===== src/rtl/ash_pkg.sv =====
// shared constants and types for the serial host port link and both of its ends
package ash_pkg;
  // output word layout and minimum write clock count
  localparam int WORD_W = 32;
  localparam int RES_LSB = 18;
  localparam int WRITE_MIN_CLKS = 32;
  // command opcodes in bits 31:27 of a 32-bit input command
  localparam logic [4:0] OP_CLEAR = 5'h18;
  localparam logic [4:0] OP_READ_HW = 5'h19;
  localparam logic [4:0] OP_READ_B = 5'h09;
  localparam logic [4:0] OP_WRITE = 5'h1A;
  localparam logic [4:0] OP_SET = 5'h1B;
  // write sub-codes in bits 26:25
  localparam logic [1:0] WR_HI = 2'h1;
  localparam logic [1:0] WR_LO = 2'h2;
  // device register byte addresses
  localparam logic [7:0] ADDR_ID = 8'h00;
  localparam logic [7:0] ADDR_IN_CTL = 8'h08;
  localparam logic [7:0] ADDR_OUT_CTL = 8'h0C;
  localparam logic [7:0] ADDR_DOUT_CTL = 8'h10;
  // field positions
  localparam int ID_LSB = 16;
  localparam int OUT_MODE_LSB = 0;
  localparam int SECOND_LANE_LSB = 2;
  localparam int STROBE_SRC_BIT = 6;
  localparam logic [1:0] DUAL_LANE_CODE = 2'h3;
  localparam int APP_PARITY_BIT = 0;
  localparam int APP_RANGE_BIT = 1;
  localparam int APP_INALM_BIT = 2;
  localparam int APP_SUPALM_BIT = 3;
  localparam int APP_ID_BIT = 4;
  // writable bits of each device register
  localparam logic [31:0] ID_WMASK = 32'h000F0000;
  localparam logic [31:0] IN_WMASK = 32'h00000003;
  localparam logic [31:0] OUT_WMASK = 32'h0000004F;
  localparam logic [31:0] DOUT_WMASK = 32'h0000001F;
  // device reset values
  localparam logic [1:0] IN_CTL_RST = 2'h0;
  localparam logic [7:0] OUT_CTL_RST = 8'h00;
  localparam logic [7:0] DOUT_CTL_RST = 8'h00;
  localparam logic [3:0] ID_RST = 4'h0;
  // host controller register byte offsets
  localparam logic [7:0] H_CFG = 8'h00;
  localparam logic [7:0] H_CMD = 8'h04;
  localparam logic [7:0] H_RX = 8'h08;
  localparam logic [7:0] H_STAT = 8'h0C;
  // host configuration fields
  localparam int HC_MODE_LSB = 0;
  localparam int HC_DUAL_BIT = 2;
  localparam int HC_SRC_BIT = 3;
  localparam int HC_SRCINT_BIT = 4;
  localparam int HC_NCLK_LSB = 8;
  localparam logic [31:0] HC_CFG_WMASK = 32'h00003F1F;
  localparam logic [31:0] HC_CFG_RST = 32'h00002000;
  // timing counts in hclk cycles
  localparam int SCLK_HALF_DEF = 4;
  localparam int STROBE_HALF_DEF = 4;
  // host frame sequencer states
  typedef enum logic [1:0] {
    HS_IDLE = 2'b00,
    HS_RUN = 2'b01,
    HS_HOLD = 2'b10
  } ash_host_state_t;
endpackage


===== src/rtl/ash_link_if.sv =====
// serial link between the converter port and its host controller
`timescale 1ns/10ps
interface ash_link_if;
  logic cs_n; // frame select, low during a frame
  logic sclk; // serial clock from the host
  logic sdi; // serial data into the device
  logic serial_out_lane0; // first output lane
  logic alarm_lane1_output_pin; // alarm level or second output lane
  logic ready_strobe_pin; // ready level or output strobe clock
  modport dev (
    input cs_n, sclk, sdi,
    output serial_out_lane0, alarm_lane1_output_pin, ready_strobe_pin
  );
  modport host (
    output cs_n, sclk, sdi,
    input serial_out_lane0, alarm_lane1_output_pin, ready_strobe_pin
  );
endinterface


===== src/rtl/ash_dev_end.sv =====
// converter serial host port: output word packing, config writes, read lanes and strobe
//
// Contract
// RQ1 - all flags: result, id, alarms, range, parity, zeros
// RQ2 - enabled flags packed contiguously below result, zeros after
// RQ3 - four clock modes selected by input mode field
// RQ4 - reset restores idle-low capture-rising mode
// RQ5 - host changes mode in default, then uses new
// RQ6 - selected mode governs reads and writes alike
// RQ7 - host gives at least 32 clocks per write
// RQ8 - msb launch at select fall or first edge
// RQ9 - host sets output mode 00b for legacy reads
// RQ10 - legacy modes keep ready pin low all frame
// RQ11 - short frames read only leading msbs
// RQ12 - long frame, output control zero: daisy chain
// RQ13 - second lane code 11b turns alarm pin into lane
// RQ14 - dual lane: two bits per launch edge
// RQ15 - source-synchronous: strobe pin drives output clock
// RQ16 - strobe source bit picks host or internal clock
// RQ17 - dual lane also in source-synchronous modes
// RQ18 - read command loads register bits next frame
// RQ19 - config write applied at frame-ending select rise
// RQ20 - launch on edge opposite the capture edge
//
// The AHB-Lite interface to the registers and the placing of the registers were chosen for this implementation.
`timescale 1ns/10ps
module ash_dev_end #(
  parameter int STROBE_HALF = ash_pkg::STROBE_HALF_DEF
) (
  input wire logic hclk,
  input wire logic hresetn,
  input wire logic ce,
  ash_link_if.dev link,
  input wire logic [13:0] conv_result,
  input wire logic [1:0] supply_alarm,
  input wire logic [1:0] input_alarm,
  input wire logic [3:0] input_range,
  output logic [1:0] input_clock_mode,
  output logic [1:0] output_transfer_mode
);
  if (STROBE_HALF < 2 || STROBE_HALF > 256) begin : g_chk
    $error("STROBE_HALF must lie in 2..256");
  end

  localparam logic [7:0] HALF_LAST = 8'(STROBE_HALF - 1);
  // field positions, declared before the decode that uses them
  localparam int ID_LSB = ash_pkg::ID_LSB;
  localparam int OUT_MODE_LSB = ash_pkg::OUT_MODE_LSB;
  localparam int SECOND_LANE_LSB = ash_pkg::SECOND_LANE_LSB;
  localparam int STROBE_SRC_BIT = ash_pkg::STROBE_SRC_BIT;

  logic cs_q_ff; // select level of the previous cycle
  logic sclk_q_ff; // serial clock level of the previous cycle
  logic [1:0] in_mode_ff; // input clock mode
  logic [7:0] out_ctl_ff; // output control byte
  logic [7:0] dout_ctl_ff; // append enables
  logic [3:0] node_id_ff; // node id for appended field
  logic [31:0] out_sr_ff; // output shift register, msb on lane 0
  logic [31:0] in_sr_ff; // input command shift register
  logic [5:0] in_cnt_ff; // captured bits, saturating
  logic [31:0] rd_word_ff; // register read word for the next frame
  logic rd_pend_ff; // next frame carries register data
  logic first_ff; // first launch edge still ahead in late modes
  logic din_ff; // last captured input bit, for the daisy chain
  logic strobe_ff; // strobe pin level
  logic alarm_ff; // alarm level for the shared pin
  logic [7:0] div_ff; // internal strobe half-period count
  logic [6:0] edge_ff; // internal strobe edges in this frame

  logic in_frame, cs_fall, cs_rise, sclk_rise, sclk_fall;
  logic cap_rise, cap_edge, launch_edge, dual, src, src_int, daisy;
  logic tick, nxt_strobe, int_fall, shift_edge;
  logic [6:0] edge_lim;
  logic [4:0] op;
  logic [7:0] addr;
  logic [31:0] cur, val, msk, nxt_reg;

  // frame and edge detection on synchronous pins
  assign in_frame = ~link.cs_n;
  assign cs_fall = cs_q_ff & ~link.cs_n;
  assign cs_rise = ~cs_q_ff & link.cs_n;
  assign sclk_rise = in_frame & ~sclk_q_ff & link.sclk;
  assign sclk_fall = in_frame & sclk_q_ff & ~link.sclk;
  // modes 00 and 11 capture on rising edge, 01 and 10 on falling
  assign cap_rise = ~(in_mode_ff[1] ^ in_mode_ff[0]); // [RQ3] [RQ6]
  assign cap_edge = cap_rise ? sclk_rise : sclk_fall;
  assign launch_edge = cap_rise ? sclk_fall : sclk_rise; // [RQ20]
  // output configuration decode
  assign dual = out_ctl_ff[SECOND_LANE_LSB +: 2] == ash_pkg::DUAL_LANE_CODE; // [RQ13] [RQ17]
  assign src = |out_ctl_ff[OUT_MODE_LSB +: 2];
  assign src_int = src & out_ctl_ff[STROBE_SRC_BIT]; // [RQ16]
  assign daisy = out_ctl_ff == 8'h00; // [RQ12]
  // internal strobe pacing: 32 or 16 strobe periods per frame
  assign tick = div_ff == HALF_LAST;
  assign edge_lim = dual ? 7'h20 : 7'h40;
  assign int_fall = src_int & strobe_ff & ~nxt_strobe;
  assign shift_edge = src_int ? int_fall : launch_edge;
  assign input_clock_mode = in_mode_ff;
  assign output_transfer_mode = out_ctl_ff[OUT_MODE_LSB +: 2];

  // conversion word with appended flags in fixed order
  function automatic logic [31:0] pack_word(input logic [7:0] en);
    logic [31:0] w;
    int p;
    w = '0;
    w[31:ash_pkg::RES_LSB] = conv_result; // [RQ1]
    p = ash_pkg::RES_LSB;
    // each enabled field takes the next bits below, disabled ones leave no gap
    if (en[ash_pkg::APP_ID_BIT]) begin
      p = p - 4;
      w[p +: 4] = node_id_ff; // [RQ2]
    end
    if (en[ash_pkg::APP_SUPALM_BIT]) begin
      p = p - 2;
      w[p +: 2] = supply_alarm; // [RQ2]
    end
    if (en[ash_pkg::APP_INALM_BIT]) begin
      p = p - 2;
      w[p +: 2] = input_alarm; // [RQ2]
    end
    if (en[ash_pkg::APP_RANGE_BIT]) begin
      p = p - 4;
      w[p +: 4] = input_range; // [RQ2]
    end
    if (en[ash_pkg::APP_PARITY_BIT]) begin
      p = p - 2;
      // result parity, then parity of the appended flags
      w[p +: 2] = {^conv_result, ^w[17:0]}; // [RQ1]
    end
    return w; // every bit below p stays zero
  endfunction

  // register readback by address
  function automatic logic [31:0] rd32(input logic [7:0] a);
    logic [31:0] r;
    r = '0;
    case ({a[7:2], 2'b00})
      ash_pkg::ADDR_ID: r[ID_LSB +: 4] = node_id_ff;
      ash_pkg::ADDR_IN_CTL: r[1:0] = in_mode_ff;
      ash_pkg::ADDR_OUT_CTL: r[7:0] = out_ctl_ff;
      ash_pkg::ADDR_DOUT_CTL: r[7:0] = dout_ctl_ff;
      default: r = '0; // unmapped reads as zero
    endcase
    return r;
  endfunction

  // command field decode and masked register update
  always_comb begin
    op = in_sr_ff[31:27];
    addr = in_sr_ff[23:16];
    cur = rd32(addr);
    val = addr[1] ? {in_sr_ff[15:0], 16'h0000} : {16'h0000, in_sr_ff[15:0]};
    msk = addr[1] ? 32'hFFFF0000 : 32'h0000FFFF;
    // byte-only writes keep the other byte of the half-word
    if (in_sr_ff[26:25] == ash_pkg::WR_HI) begin
      msk = addr[1] ? 32'hFF000000 : 32'h0000FF00;
    end else if (in_sr_ff[26:25] == ash_pkg::WR_LO) begin
      msk = addr[1] ? 32'h00FF0000 : 32'h000000FF;
    end
    if (op == ash_pkg::OP_SET) begin
      nxt_reg = cur | (val & msk);
    end else if (op == ash_pkg::OP_CLEAR) begin
      nxt_reg = cur & ~(val & msk);
    end else begin
      nxt_reg = (cur & ~msk) | (val & msk);
    end
  end

  // strobe level: low in legacy modes, copied or generated clock otherwise
  always_comb begin
    nxt_strobe = 1'b0; // [RQ10]
    if (in_frame && src) begin
      if (src_int) begin
        nxt_strobe = (tick && edge_ff < edge_lim) ? ~strobe_ff : strobe_ff; // [RQ16]
      end else begin
        nxt_strobe = cap_rise ? link.sclk : ~link.sclk; // [RQ15]
      end
    end
  end

  // pin history for edge detection, and the registered alarm level
  always_ff @(posedge hclk or negedge hresetn) begin
    if (!hresetn) begin
      cs_q_ff <= 1'b1;
      sclk_q_ff <= 1'b0;
      alarm_ff <= 1'b0;
    end else if (ce) begin
      cs_q_ff <= link.cs_n;
      sclk_q_ff <= link.sclk;
      alarm_ff <= |{supply_alarm, input_alarm};
    end
  end

  // configuration registers, updated when the frame ends
  always_ff @(posedge hclk or negedge hresetn) begin
    if (!hresetn) begin
      in_mode_ff <= ash_pkg::IN_CTL_RST; // [RQ4]
      out_ctl_ff <= ash_pkg::OUT_CTL_RST;
      dout_ctl_ff <= ash_pkg::DOUT_CTL_RST;
      node_id_ff <= ash_pkg::ID_RST;
    end else if (ce && cs_rise && in_cnt_ff >= 6'(ash_pkg::WRITE_MIN_CLKS)) begin // [RQ7]
      if (op == ash_pkg::OP_WRITE || op == ash_pkg::OP_SET || op == ash_pkg::OP_CLEAR) begin
        case ({addr[7:2], 2'b00})
          ash_pkg::ADDR_ID: node_id_ff <= nxt_reg[ID_LSB +: 4]; // [RQ19]
          ash_pkg::ADDR_IN_CTL: in_mode_ff <= nxt_reg[1:0]; // [RQ19] [RQ5]
          ash_pkg::ADDR_OUT_CTL: out_ctl_ff <= nxt_reg[7:0] & ash_pkg::OUT_WMASK[7:0];
          ash_pkg::ADDR_DOUT_CTL: dout_ctl_ff <= nxt_reg[7:0] & ash_pkg::DOUT_WMASK[7:0];
          default: ; // writes to other addresses have no effect
        endcase
      end
    end
  end

  // read command handling: register data goes out in the following frame
  always_ff @(posedge hclk or negedge hresetn) begin
    if (!hresetn) begin
      rd_pend_ff <= 1'b0;
      rd_word_ff <= '0;
    end else if (ce && cs_rise) begin
      rd_pend_ff <= 1'b0;
      if (in_cnt_ff >= 6'(ash_pkg::WRITE_MIN_CLKS)) begin
        if (op == ash_pkg::OP_READ_HW) begin
          rd_pend_ff <= 1'b1;
          rd_word_ff <= {addr[1] ? cur[31:16] : cur[15:0], 16'h0000}; // [RQ18]
        end else if (op == ash_pkg::OP_READ_B) begin
          rd_pend_ff <= 1'b1;
          rd_word_ff <= {cur[{addr[1:0], 3'b000} +: 8], 24'h000000}; // [RQ18]
        end
      end
    end
  end

  // input capture on the mode's capture edge
  always_ff @(posedge hclk or negedge hresetn) begin
    if (!hresetn) begin
      in_sr_ff <= '0;
      in_cnt_ff <= '0;
      din_ff <= 1'b0;
    end else if (ce) begin
      if (cs_fall) begin
        in_cnt_ff <= '0;
      end else if (cap_edge) begin
        in_sr_ff <= {in_sr_ff[30:0], link.sdi};
        din_ff <= link.sdi;
        if (in_cnt_ff != 6'h3F) begin
          in_cnt_ff <= in_cnt_ff + 6'h01;
        end
      end
    end
  end

  // output shift register: loaded at select fall, shifted on launch edges or on internal strobe falls
  always_ff @(posedge hclk or negedge hresetn) begin
    if (!hresetn) begin
      out_sr_ff <= '0;
      first_ff <= 1'b0;
    end else if (ce) begin
      if (cs_fall) begin
        out_sr_ff <= rd_pend_ff ? rd_word_ff : pack_word(dout_ctl_ff); // [RQ18]
        // without the internal strobe, modes 01 and 11 hold the msb back until the first clock edge
        first_ff <= in_mode_ff[0] & ~src_int; // [RQ8]
      end else if (shift_edge) begin
        if (first_ff) begin
          first_ff <= 1'b0; // [RQ8]
        end else if (dual) begin
          out_sr_ff <= {out_sr_ff[29:0], 2'b00}; // [RQ14] [RQ17]
        end else begin
          // chained upstream data follows our own word; short frames just stop
          out_sr_ff <= {out_sr_ff[30:0], daisy & din_ff}; // [RQ12] [RQ11]
        end
      end
    end
  end

  // strobe pin and internal strobe pacing
  always_ff @(posedge hclk or negedge hresetn) begin
    if (!hresetn) begin
      strobe_ff <= 1'b0;
      div_ff <= '0;
      edge_ff <= '0;
    end else if (ce) begin
      strobe_ff <= nxt_strobe; // [RQ15]
      if (!in_frame || !src_int) begin
        div_ff <= '0;
        edge_ff <= '0;
      end else if (tick) begin
        div_ff <= '0;
        if (edge_ff < edge_lim) begin
          edge_ff <= edge_ff + 7'h01;
        end
      end else begin
        div_ff <= div_ff + 8'h01;
      end
    end
  end

  // lane pins: lane 1 takes over the alarm pin in dual mode
  assign link.serial_out_lane0 = out_sr_ff[31];
  assign link.alarm_lane1_output_pin = dual ? out_sr_ff[30] : alarm_ff; // [RQ13]
  assign link.ready_strobe_pin = strobe_ff; // [RQ10]
endmodule


===== src/flat_wrapper.sv =====
// flat-port wrapper written by rule: the top's interface ports become plain ports
module ash_dev_end_flat 
#(
  parameter int STROBE_HALF = ash_pkg::STROBE_HALF_DEF
)
  (hclk, hresetn, ce, conv_result, supply_alarm, input_alarm, input_range, input_clock_mode, output_transfer_mode, link_cs_n, link_sclk, link_sdi, link_serial_out_lane0, link_alarm_lane1_output_pin, link_ready_strobe_pin);
  ash_link_if link_i ();
  input wire logic hclk;
  input wire logic hresetn;
  input wire logic ce;
  input wire logic [13:0] conv_result;
  input wire logic [1:0] supply_alarm;
  input wire logic [1:0] input_alarm;
  input wire logic [3:0] input_range;
  output logic [1:0] input_clock_mode;
  output logic [1:0] output_transfer_mode;
  input wire logic [$bits(link_i.cs_n)-1:0] link_cs_n;
  input wire logic [$bits(link_i.sclk)-1:0] link_sclk;
  input wire logic [$bits(link_i.sdi)-1:0] link_sdi;
  output wire logic [$bits(link_i.serial_out_lane0)-1:0] link_serial_out_lane0;
  output wire logic [$bits(link_i.alarm_lane1_output_pin)-1:0] link_alarm_lane1_output_pin;
  output wire logic [$bits(link_i.ready_strobe_pin)-1:0] link_ready_strobe_pin;
  assign link_i.cs_n = link_cs_n;
  assign link_i.sclk = link_sclk;
  assign link_i.sdi = link_sdi;
  assign link_serial_out_lane0 = link_i.serial_out_lane0;
  assign link_alarm_lane1_output_pin = link_i.alarm_lane1_output_pin;
  assign link_ready_strobe_pin = link_i.ready_strobe_pin;
  ash_dev_end #(.STROBE_HALF(STROBE_HALF)) u_core (.hclk(hclk), .hresetn(hresetn), .ce(ce), .link(link_i), .conv_result(conv_result), .supply_alarm(supply_alarm), .input_alarm(input_alarm), .input_range(input_range), .input_clock_mode(input_clock_mode), .output_transfer_mode(output_transfer_mode));
endmodule

===== config.mk =====
export PLATFORM = sky130hd
export DESIGN_NAME = ash_dev_end_flat
export DESIGN_NICKNAME = d
export VERILOG_FILES = /design/src/rtl/ash_pkg.sv /design/src/rtl/ash_link_if.sv /design/src/rtl/ash_dev_end.sv /design/src/flat_wrapper.sv
export SDC_FILE = /design/constraint.sdc
export NUM_CORES = 1
export LEC_CHECK = 0
export BUFFER_PORTS_ARGS = -buffer_cell sky130_fd_sc_hd__buf_2
export CORE_MARGIN = 4
export CORE_UTILIZATION = 30
export CTS_BUF_LIST = sky130_fd_sc_hd__clkbuf_4
export DETAILED_ROUTE_END_ITERATION = 7
export PLACE_DENSITY = 0.43
export SLEW_MARGIN = 40
export SYNTH_ARGS = -nofsm -noshare
export SYNTH_HDL_FRONTEND = slang
export SYNTH_SLANG_ARGS = --single-unit

===== constraint.sdc =====
create_clock -name hclk -period 6.15 [get_ports hclk]
set_clock_uncertainty 0.2 [all_clocks]
set_input_delay 0.3075 -clock hclk [delete_from_list [all_inputs] [get_ports hclk]]
set_output_delay 0.3075 -clock hclk [all_outputs]
set_load 0.02 [all_outputs]

==> flow_summary_export.csv, run 1 <==
group,metric,value,unit
logic_synthesis,yosys.area_share.adder,2.59,%
logic_synthesis,synth_top_family_by_area,"compound AO/OA/AOI/OAI gates",
cells_and_area,seq_area,2980,um2
clock_network,root_buffer,"clkbuf_4",
sta,finalSetupTns,0,ns
sta,finalMaxSlewViolations,0,
cells_and_area,nets,1119,
logic_synthesis,synth_enable_flop_cells,0,
floorplan,start_util,30.4,%
pwr,p_leak,3.87,nW
run_status,status,"finished, final reports clean",
logic_synthesis,synth-seq-area-share,34.2,%
worst_setup_path,critPathMaxFanout,12,
logic_synthesis,async_reset_ff_share,100,%
placement,place.detailed.hpwl,22000,um
global_route,grt_pass1_wl,47900,um
detailed_routing,initialDrtViolationCount,611,
worst_setup_path,cp.required,6.45,ns
cells_and_area,area_growth,11.1,%
worst_setup_path,worstPathCellList,"inv_2 > ha_1 > and2_1 > nor2_1 > nor2_1 > ha_1 > buf_4 > inv_1 > ha_1 > nand4bb_1 > a311oi_2 > o211ai_2 > o32ai_1 > xnor2_1 > xnor2_1 > xnor2_1 > xnor3_1 > or4_1 > a21oi_1 > o22a_1",
sta,setup_ws,0.507,ns
sta,fmax,177,MHz
global_route,grt.total_usage,19.4,%
clock_network,cts_tree,"yes",
global_route,grtUsageMet2,31.1,%
logic_synthesis,synth_top_flop_cell,"dfrtp_1",
cells_and_area,num-fill-cells,3079,
floorplan,dieHeight,178,um
floorplan,die_x,178,um
placement,io_buffer_count,34,
placement,finalWeightedCongestion,0.964,
worst_setup_path,worstSetupEndpointType,"flop",
floorplan,fp.coreArea,28600,um2
logic_synthesis,avgSynthCellArea,8.29,um2
logic_synthesis,synth_xor_area_share,4.67,%
worst_setup_path,crit_type,"flop to flop",
worst_setup_path,max_stage_delay,0.57,ns
logic_synthesis,synthMuxAreaShare,10.4,%
sta,setup_violations,0,
sta,fin_crit,5.64,ns
worst_setup_path,rrSetupSlack,0.51,ns
sta,finalHoldViolCount,0,
sta,rsz0062_at_grt,"no",
logic_synthesis,syn_nets,1096,
clock_network,clkLatencyLatePin,0.57,ns
worst_setup_path,cp.depth,20,
sta,slew_headroom,47.3,%
global_route,grt_pass1_vias,8077,
job,drv_cap,0,
worst_setup_path,r2r-end,"u_core.out_sr_ff[0]",
worst_setup_path,worstSetupStartpointType,"flop",
pwr,powerDensity,202,nW/um2
worst_setup_path,cp.arrival,5.94,ns
worst_setup_path,crit_end,"u_core.out_sr_ff[0]",
detailed_routing,avgRoutedWirePerCell,20.2,um
clock_network,cts_setup_buffers,0,
clock_network,cts_buffers,17,
detailed_routing,postRouteAntennaNets,0,
global_route,antenna_found_initial,3,
global_route,use_met1,26.7,%
worst_setup_path,r2r_cells,20,
worst_setup_path,rr_startpoint,"u_core.dout_ctl_ff[3]",
floorplan,pin_count,35,
logic_synthesis,synth_simple_gate_area_share,21.9,%
worst_setup_path,startpoint,"u_core.dout_ctl_ff[3]",
placement,post-place-ws,0.578,ns
global_route,grt_util_met3,3.29,%
detailed_routing,vias_per_cell,5.57,
logic_synthesis,synth_seq_cells,119,
detailed_routing,firstDrtPassIters,5,
global_route,grt-ovfl-total,0,
clock_network,cts.sinks,119,
sta,tightest_slew,0.783,ns
logic_synthesis,syn-cell-area,8700,um2
floorplan,placementRows,62,
sta,finalCritPeriodShare,91.8,%
min_path,hp-class,"input pin to flop",
logic_synthesis,synth_cells,1050,
worst_setup_path,critPathBufInv,3,
logic_synthesis,ys_warn_count,0,
logic_synthesis,synth.distinct_cells,83,
clock_network,cts_buffer_depth,2,
detailed_routing,route.detailed.drc,0,
global_route,grt_max_degree,70,
detailed_routing,wirelength,29700,um
worst_setup_path,cp_slowest_cell,"or4_1",
clock_network,clk_pin_slew,0.13,ns
worst_setup_path,crit_family,"compound AO/OA/AOI/OAI gates",
detailed_routing,via_count,8193,
clock_network,htree_num_levels,4,
logic_synthesis,synth_compound_area_share,22.0,%
cells_and_area,drive_above_1_share,14.7,%
cells_and_area,multi_input_area,5400,um2
pwr,ir_drop,139,uV
floorplan,die-area,31800,um2
global_route,gr-max-usage-layer,"met2",
[sequential cells by signal, summed over array words and instances (netlist names)]
signal	count
u_core.first_ff	1
u_core.link.ready_strobe_pin	1
u_core.edge_ff	7
u_core.rd_pend_ff	1
u_core.in_sr_ff	32
u_core.div_ff	8
u_core.cs_q_ff	1
u_core.dout_ctl_ff	5
u_core.sclk_q_ff	1
u_core.out_sr_ff	32
u_core.alarm_ff	1
u_core.out_ctl_ff	5
u_core.in_cnt_ff	6
u_core.input_clock_mode	2
u_core.node_id_ff	4
u_core.rd_word_ff	12
[layer usage]
layer	up-vias	wire length (um)
li1	3909	-
met1	4002	13700
met2	228	13700
met3	50	1360
met4	4	857
met5	-	34
[cells in the final DEF (no fill, tap or decap), types with 5 or more instances in the layout]
cell and n:
and2_1 7, xnor2_1 25, o22ai_1 8, nand3_1 34, dlygate4sd3_1 9, or3_1 6, inv_1 26, buf_4 23
o31ai_1 6, o21ai_0 66, a31oi_1 22, ha_1 18, dfrtp_1 118, o221ai_1 6, xor2_1 17, nand2_1 143
nand4_1 16, o211ai_1 11, nor3_1 42, a21oi_1 85, buf_2 33, mux2_2 41, clkbuf_4 18, and3_1 9
o21a_1 6, nand2b_1 11, nor2b_1 13, mux2i_1 44, a211oi_1 5, a22oi_1 12, o2bb2ai_1 5, a32o_1 8
nor2_1 78
[report_power, final]
part / internal [mW] / switching [mW]
registers: 0.882 / 0.104
logic: 0.166 / 0.237
clock network: 0.206 / 0.362
[cell type report]
cell class                 count  area share [%]
antenna                        1          0.0259
multi-input combinational    841            55.9
tap                          384            4.97
inverter                      28            1.09
clock buffer                  18            1.40
timing repair buffer          66            4.54
clock inverter                14            1.28
sequential                   119            30.8
[worst register-to-register path: stages, from the launching register on]
cell,delay (ns)
dfrtp_1,0.38
inv_2,0.08
ha_1,0.28
and2_1,0.25
nor2_1,0.21
nor2_1,0.07
ha_1,0.22
buf_4,0.19
inv_1,0.18
ha_1,0.23
nand4bb_1,0.18
a311oi_2,0.41
o211ai_2,0.33
o32ai_1,0.52
xnor2_1,0.15
xnor2_1,0.15
xnor2_1,0.21
xnor3_1,0.48
or4_1,0.57
a21oi_1,0.18
o22a_1,0.14
[synthesized netlist by cell type (all sizes together), types with 4 or more instances]
library cell	count	area (um2)
buf	18	97.6
xor2	17	149
a31oi	22	138
nor3b	5	42.5
clkbuf	44	165
nor3	46	240
and3	9	56.3
and2	7	43.8
inv	28	105
mux2i	44	440
nand2b	11	68.8
o31a	4	35.0
nand2	143	537
xnor2	26	235
and4	4	35.0
o2bb2ai	5	43.8
or2	4	25.0
o31ai	8	65.1
nand3	34	170
a32o	8	80.1
o21ai	71	355
o22ai	9	56.3
mux2	41	462
a22oi	12	90.1
o32ai	4	35.0
dfrtp	118	2950
o221ai	6	52.6
nor2	81	307
a211oi	6	50.1
nand4	16	100
a21oi	86	430
nor2b	13	81.3
or3	6	37.5
o21a	6	45.0
ha	18	225
nor4	4	25.0
o211ai	12	95.1
[through the flow]
stage / instances / utilization [%] / area [um2] / hold slack (ns) / power, mW
6_report: 1471 / 33.8 / 9670 / 0.0938 / 1.96
2_1_floorplan: 1050 / - / 8700 / -0.188 / 1.24
5_1_grt: 1471 / 33.8 / 9670 / 0.0884 / 2.08
3_5_place_dp: 1429 / 32.5 / 9310 / 0.213 / 1.40
4_1_cts: 1470 / 33.7 / 9660 / 0.0468 / 1.98
3_3_place_gp: 1429 / 32.4 / 9280 / 0.211 / 1.39
[logic make-up after synthesis]
family	Yosys count
xor gates and xnor gates	44
and+or+nand+nor	398
buffers and inverters	90
adders and majority gates	18
muxes	85
DFF	119
AOI/OAI and AO/OA	296
[timing repair]
action / 4_1_cts / 5_1_grt
hold buffers: 9 / 0
gates resized for setup: 0 / 0
endpoints found under the hold margin: 61 / 0
[worst min path at each step]
stage	slack (ns)	cells past startpoint	endpoint	from
finish	0.09	4	u_core.out_sr_ff[31]	conv_result[13]
floorplan	-0.19	0	u_core.alarm_ff	hresetn
global route	0.09	4	u_core.out_sr_ff[31]	conv_result[13]
global placement	0.21	1	u_core.out_sr_ff[9]	hresetn
detailed placement	0.21	1	u_core.out_sr_ff[9]	hresetn
CTS	0.05	5	u_core.out_sr_ff[28]	conv_result[10]
No activity file was read; power rests on OpenSTA's default activity.
==> run 2, diff against run 1 <==
--- a/config.mk
+++ b/config.mk
@@ -11,6 +11,7 @@
 export CTS_BUF_LIST = sky130_fd_sc_hd__clkbuf_4
 export DETAILED_ROUTE_END_ITERATION = 7
 export PLACE_DENSITY = 0.43
+export RECOVER_POWER = 25
 export SLEW_MARGIN = 40
 export SYNTH_ARGS = -nofsm -noshare
 export SYNTH_HDL_FRONTEND = slang
==> run 2 against run 1 <==
The flow now finishes with violations (max-capacitance violations, max-slew violations); core utilization fell by 0.052 points; combinational power about the same; register-to-register slack about the same; clock-buffer cell count is the same; clock power is essentially flat; worst hold slack got worse by 0.014 ns; first-iteration DRC count is 0.65% higher; final cell count is the same; sequential power about the same; global-route usage is the same; non-clock buffer count unchanged; critical path type unchanged; critical endpoint unchanged.
==> flow_summary_export.csv, run 2 (same netlist as run 1, synthesis figures left out) <==
group,metric,value,unit
run_status,status,"complete, but fails checks",
run_status,failed_checks,"max-capacitance violations, max-slew violations",
worst_setup_path,critPathBufInv,3,
worst_setup_path,worstSetupEndpointType,"flop",
pwr,p_leak,3.85,nW
worst_setup_path,critPathMaxFanout,12,
global_route,antenna_found_initial,3,
placement,placedCellCount,1429,
cells_and_area,nets,1119,
job,drv_cap,2,
placement,io_buffer_count,34,
floorplan,dieHeight,178,um
cells_and_area,fin_cells,1471,
pwr,ir_drop,139,uV
sta,slew_headroom,-99.3,%
clock_network,cts_buffer_depth,2,
sta,fin_crit,5.63,ns
clock_network,cts_buffers,17,
sta,fmax,178,MHz
clock_network,clkLatencyLatePin,0.57,ns
sta,finalCritPeriodShare,91.6,%
cells_and_area,final_util,33.7,%
cells_and_area,final_common_cell,"nand2_1",
worst_setup_path,startpoint,"u_core.dout_ctl_ff[3]",
detailed_routing,wirelength,29700,um
sta,setup_violations,0,
global_route,grt_pass1_wl,47900,um
clock_network,cts_tree,"yes",
floorplan,die_x,178,um
detailed_routing,via_count,8146,
worst_setup_path,worstPathCellList,"inv_2 > ha_1 > and2_1 > nor2_1 > nor2_1 > ha_1 > buf_4 > inv_1 > ha_1 > nand4bb_1 > a311oi_2 > o211ai_2 > or2_1 > o21ai_0 > xor2_1 > xnor2_1 > xnor3_1 > or4_1 > a21oi_1 > o22a_1",
worst_setup_path,cp_slowest_cell,"or4_1",
floorplan,pin_count,35,
worst_setup_path,crit_top_cell,"ha_1",
min_path,min-delay-start,"conv_result[13]",
detailed_routing,postRouteAntennaNets,0,
clock_network,cts_setup_buffers,0,
clock_network,cts_resized,0,
floorplan,placementRows,62,
sta,finalMaxSlewViolations,122,
global_route,grt_pass1_vias,8077,
sta,rsz0062_at_grt,"no",
global_route,grt_max_degree,70,
sta,tightest_slew,2.99,ns
detailed_routing,initialDrtViolationCount,615,
worst_setup_path,worstSetupStartpointType,"flop",
sta,finalSetupTns,0,ns
worst_setup_path,cp.arrival,5.94,ns
cells_and_area,layout_common_cells,"143 x nand2_1, 118 x dfrtp_1, 85 x a21oi_1",
min_path,hp-class,"input pin to flop",
placement,finalWeightedCongestion,0.964,
cells_and_area,drive_above_1_share,14.3,%
floorplan,fp.coreArea,28600,um2
cells_and_area,area_growth,10.9,%
clock_network,cts.sinks,119,
clock_network,clk_pin_slew,0.13,ns
cells_and_area,num-fill-cells,3082,
placement,place.detailed.hpwl,22000,um
worst_setup_path,crit_type,"flop to flop",
detailed_routing,route.detailed.drc,0,
detailed_routing,firstDrtPassIters,6,
detailed_routing,avgRoutedWirePerCell,20.2,um
sta,finalHoldViolCount,0,
worst_setup_path,rr_startpoint,"u_core.dout_ctl_ff[3]",
pwr,powerDensity,202,nW/um2
cells_and_area,largestRegisters,"u_core.in_sr_ff: 32 flops, u_core.out_sr_ff: 32 flops, u_core.rd_word_ff: 12 flops",
floorplan,start_util,30.4,%
detailed_routing,vias_per_cell,5.54,
worst_setup_path,crit_family,"simple AND/OR/NAND/NOR gates",
global_route,grt.total_usage,19.4,%
global_route,grt-ovfl-total,0,
worst_setup_path,cp.required,6.45,ns
clock_network,htree_num_levels,4,
worst_setup_path,max_stage_delay,0.57,ns
clock_network,root_buffer,"clkbuf_4",
floorplan,die-area,31800,um2
-- run 2: cell types whose count changed in the layout (fill, tap and decap cells not counted), sizes merged --
cell / previous run / this run
buf: 57 / 51
clkbuf: 18 / 24
-- run 2: worst register-to-register path, stage by stage, from the launching register on --
cell and delay, ns:
dfrtp_1 0.38, inv_2 0.08, ha_1 0.28, and2_1 0.25, nor2_1 0.21, nor2_1 0.07
ha_1 0.22, buf_4 0.19, inv_1 0.18, ha_1 0.22, nand4bb_1 0.18, a311oi_2 0.41
o211ai_2 0.33, or2_1 0.34, o21ai_0 0.30, xor2_1 0.22, xnor2_1 0.16, xnor3_1 0.48
or4_1 0.57, a21oi_1 0.18, o22a_1 0.14
-- run 2: path summary, 6_finish.rpt --
| path | cells after the start | to | slack, ns |
|---|---|---|---|
| max in group asynchronous | 3 | u_core.div_ff[1] | 1.69 |
| min in group asynchronous | 2 | u_core.out_sr_ff[11] | 1.03 |
| max | 20 | u_core.out_sr_ff[0] | 0.52 |
| max reg2reg | 20 | u_core.out_sr_ff[0] | 0.52 |
| min reg2reg | 2 | u_core.rd_word_ff[27] | 0.30 |
| min | 4 | u_core.out_sr_ff[31] | 0.08 |
-- run 2: through the flow --
| stage | total power, mW | hold WS [ns] | area [um2] | setup WS, ns |
|---|---|---|---|---|
| final | 1.95 | 0.0802 | 9650 | 0.518 |
| after global routing | 2.08 | 0.0884 | 9650 | 0.0618 |
| after CTS | 1.98 | 0.0468 | 9660 | 0.542 |
| after detailed placement | 1.40 | 0.213 | 9310 | 0.578 |
| after global placement | 1.39 | 0.211 | 9280 | 0.719 |
| after floorplan | 1.24 | -0.188 | 8700 | 1.01 |
-- run 2: power by group --
| part | internal, mW | switching, mW | leakage [nW] |
|---|---|---|---|
| clock | 0.206 | 0.360 | 0.135 |
| combinational | 0.165 | 0.237 | 2.14 |
| sequential | 0.882 | 0.103 | 1.58 |
-- run 2: what timing repair did --
item / in CTS / in global routing
hold buffers: 9 / 0
setup endpoints to repair: 0 / 0
hold endpoints to repair: 61 / 0
-- run 2: cell type report --
type / instances / area, um2 / area share, %
multi-input cells: 841 / 5400 / 56.0
flip-flops and latches: 119 / 2980 / 30.9
well taps: 384 / 480 / 4.98
repair buffers: 66 / 424 / 4.39
clock buffers: 18 / 135 / 1.40
clock inverters: 14 / 124 / 1.28
inverters: 28 / 105 / 1.09
diodes: 1 / 2.50 / 0.0259
-- run 2: per-layer routing --
| metal | track usage, % | part of all wire [%] |
|---|---|---|
| met5 | 0 | 0.11 |
| met4 | 5.88 | 2.9 |
| met3 | 3.29 | 4.7 |
| met2 | 31.1 | 46 |
| met1 | 26.7 | 46 |
==> run 3, diff against run 2 <==
--- a/config.mk
+++ b/config.mk
@@ -5,12 +5,13 @@
 export SDC_FILE = /design/constraint.sdc
 export NUM_CORES = 1
 export LEC_CHECK = 0
+export ABC_AREA = 1
 export BUFFER_PORTS_ARGS = -buffer_cell sky130_fd_sc_hd__buf_2
 export CORE_MARGIN = 4
 export CORE_UTILIZATION = 30
 export CTS_BUF_LIST = sky130_fd_sc_hd__clkbuf_4
 export DETAILED_ROUTE_END_ITERATION = 7
-export PLACE_DENSITY = 0.43
+export PLACE_DENSITY = 0.44
 export RECOVER_POWER = 25
 export SLEW_MARGIN = 40
 export SYNTH_ARGS = -nofsm -noshare
==> constraint.sdc (replaced) <==
create_clock -name hclk -period 4.95 [get_ports hclk]
set_clock_uncertainty 0.2 [all_clocks]
set_input_delay 0.2475 -clock hclk [delete_from_list [all_inputs] [get_ports hclk]]
set_output_delay 0.2475 -clock hclk [all_outputs]
set_load 0.02 [all_outputs]
==> run 3 against run 2 <==
Flip-flop and latch count is the same; the run still ends with max-capacitance violations, max-slew violations left; highest routed layer is now met4; largest cell class unchanged; global-route usage fell by 1.5 points; clock-buffer cell count is 1 lower; largest power group unchanged; critical endpoint is now u_core.out_sr_ff[28].
==> flow_summary_export.csv, run 3 <==
group,metric,value,unit
min_path,hp-class,"input pin to flop",
logic_synthesis,synth_common_cells,"349 x nand2_1, 177 x inv_1, 163 x nor2_1",
placement,place_area,10200,um2
global_route,grt_pass1_wl,50100,um
floorplan,die-area,34900,um2
clock_network,cts_buffers,17,
detailed_routing,vias_per_cell,4.99,
clock_network,clkLatencyLatePin,0.55,ns
sta,fin_crit,4.65,ns
worst_setup_path,cp.required,5.21,ns
clock_network,clk_pin_slew,0.12,ns
logic_synthesis,async_reset_ff_share,100,%
clock_network,cts_tree,"yes",
cells_and_area,final_area,10700,um2
logic_synthesis,synth-seq-area-share,31.0,%
sta,setup_ws,0.296,ns
worst_setup_path,rr_startpoint,"u_core.dout_ctl_ff[4]",
logic_synthesis,ys_top_cells_by_area,"dfrtp_1 31%, nand2_1 14%, inv_1 6.9%, nor2_1 6.4%, o21ai_0 6.0%",
worst_setup_path,rrSetupSlack,0.30,ns
floorplan,start_util,30.4,%
floorplan,die_x,187,um
cells_and_area,area_growth,11.9,%
global_route,grt.total_usage,17.8,%
cells_and_area,drive_above_1_share,13.0,%
cells_and_area,final_common_cell,"nand2_1",
worst_setup_path,worstSetupStartpointType,"flop",
worst_setup_path,worstSetupEndpointType,"flop",
logic_synthesis,ys_warn_count,0,
placement,post-place-ws,0.0539,ns
logic_synthesis,synth_cells,1449,
logic_synthesis,synth_enable_flop_cells,0,
sta,setup_violations,0,
global_route,antenna_found_initial,1,
cells_and_area,fin_cells,1914,
worst_setup_path,cp.arrival,4.92,ns
pwr,ir_drop,193,uV
logic_synthesis,avgSynthCellArea,6.62,um2
run_status,status,"complete, but fails checks",
detailed_routing,initialDrtViolationCount,738,
logic_synthesis,syn_nets,1495,
min_path,min-delay-start,"conv_result[13]",
sta,tightest_slew,3.33,ns
detailed_routing,postRouteAntennaNets,0,
placement,finalWeightedCongestion,0.945,
detailed_routing,wirelength,31500,um
global_route,grt_pass1_vias,8964,
worst_setup_path,crit_top_cell,"nand2_1",
floorplan,dieHeight,187,um
sta,finalHoldViolCount,0,
worst_setup_path,r2r-end,"u_core.out_sr_ff[28]",
logic_synthesis,synth_top_flop_cell,"dfrtp_1",
sta,slew_headroom,-122,%
cells_and_area,largestRegisters,"u_core.in_sr_ff: 32 flops, u_core.out_sr_ff: 32 flops, u_core.rd_word_ff: 12 flops",
cells_and_area,num-fill-cells,3495,
clock_network,root_buffer,"clkbuf_4",
clock_network,cts.sinks,119,
floorplan,fp.coreArea,31600,um2
placement,placedCellCount,1864,
logic_synthesis,synth.distinct_cells,65,
sta,fmax,215,MHz
run_status,failed_checks,"max-capacitance violations, max-slew violations",
cells_and_area,nets,1543,
pwr,powerDensity,280,nW/um2
placement,place.detailed.hpwl,24500,um
clock_network,htree_num_levels,4,
logic_synthesis,syn-cell-area,9600,um2
detailed_routing,firstDrtPassIters,5,
detailed_routing,avgRoutedWirePerCell,16.4,um
logic_synthesis,yosysMostFrequentCell,"nand2_1",
worst_setup_path,crit_family,"simple AND/OR/NAND/NOR gates",
pwr,p_leak,5.18,nW
worst_setup_path,r2r_cells,31,
worst_setup_path,max_stage_delay,0.38,ns
logic_synthesis,synth_seq_cells,119,
cells_and_area,layout_common_cells,"342 x nand2_1, 175 x inv_1, 158 x nor2_1",
worst_setup_path,crit_type,"flop to flop",
min_path,hold-path-endpoint,"u_core.out_sr_ff[31]",
worst_setup_path,critPathMaxFanout,11,
min_path,hold_depth,5,
sta,finalCritPeriodShare,94.0,%
logic_synthesis,synth_top_area_share,30.8,%
sta,finalMaxSlewViolations,57,
worst_setup_path,critPathBufInv,6,
placement,io_buffer_count,34,
logic_synthesis,synth.largest_area_cell,"dfrtp_1",
clock_network,cts_buffer_depth,2,
sta,finalSetupTns,0,ns
job,drv_cap,1,
floorplan,placementRows,65,
global_route,grt_max_degree,64,
worst_setup_path,cp_slowest_cell,"dfrtp_1",
floorplan,pin_count,35,
detailed_routing,route.detailed.drc,0,
global_route,grt-ovfl-total,0,
detailed_routing,via_count,9547,
run 3: repair_timing:
| item | CTS | global route |
|---|---|---|
| hold buffers | 12 | 0 |
| gates resized for setup | 0 | 26 |
| setup endpoints to repair | 0 | 22 |
| buffers inserted | 0 | 3 |
| endpoints found under the hold margin | 65 | 0 |
run 3: worst max-delay path by stage:
stage | startpoint | end | cells past startpoint
after floorplan | u_core.dout_ctl_ff[3] | u_core.out_sr_ff[14] | 34
final | u_core.dout_ctl_ff[4] | u_core.out_sr_ff[28] | 31
after CTS | u_core.dout_ctl_ff[4] | u_core.out_sr_ff[16] | 29
after detailed placement | u_core.dout_ctl_ff[4] | u_core.out_sr_ff[16] | 29
after global placement | u_core.dout_ctl_ff[3] | u_core.out_sr_ff[16] | 28
after global routing | u_core.dout_ctl_ff[3] | u_core.out_sr_ff[26] | 29
run 3: layer usage:
metal	global-route usage, %	vias to the layer above	wire length (um)
met1	25.2	4427	15000
met4	3.98	0	466
met5	0	-	0
li1	-	4857	-
met2	29.0	233	14400
met3	2.87	30	1550
run 3: worst reg2reg max path: cells and delay by family (launching register included):
kind / cells / cell delay, ns
adders and majority gates: 2 / 0.51
DFF: 1 / 0.38
and+or+nand+nor: 20 / 2.46
buffers and inverters: 6 / 0.54
AOI/OAI and AO/OA: 3 / 0.47
run 3: final cells by class:
class / count / area [um2] / area share (%)
clock inverters: 15 / 168 / 1.56
flip-flops and latches: 119 / 2980 / 27.7
clock buffers: 17 / 128 / 1.19
diodes: 2 / 5.00 / 0.0466
well taps: 402 / 503 / 4.68
multi-input cells: 1086 / 5710 / 53.1
repair buffers: 74 / 497 / 4.62
inverters: 199 / 754 / 7.02
run 3: cells by family after synthesis:
kind of cell	count (synthesis)	synth area share, %
AO/OA/AOI/OAI	296	17.5
XOR/XNOR	31	3.10
adder cells (fa/ha/maj)	18	2.35
buffers and inverters	245	10.5
flip-flops	119	31.0
multiplexers	10	1.13
AND/OR/NAND/NOR	730	34.3
run 3: report_power, final:
part           internal [mW]  leakage (nW)  switching, mW  total (mW)
Combinational          0.331          3.56          0.628       0.959
Clock                  0.310         0.148          0.445       0.755
Sequential              1.17          1.47          0.125        1.29
Total                   1.81          5.18           1.20        3.01
run 3: per-stage QoR:
stage	hold WS, ns	total power, mW	utilization, %
finish	0.0959	3.01	34.0
global route	0.0722	3.25	34.0
CTS	0.0213	3.03	33.7
detailed placement	0.0773	2.25	32.4
global placement	0.216	2.25	32.3
floorplan	-0.248	1.98	-
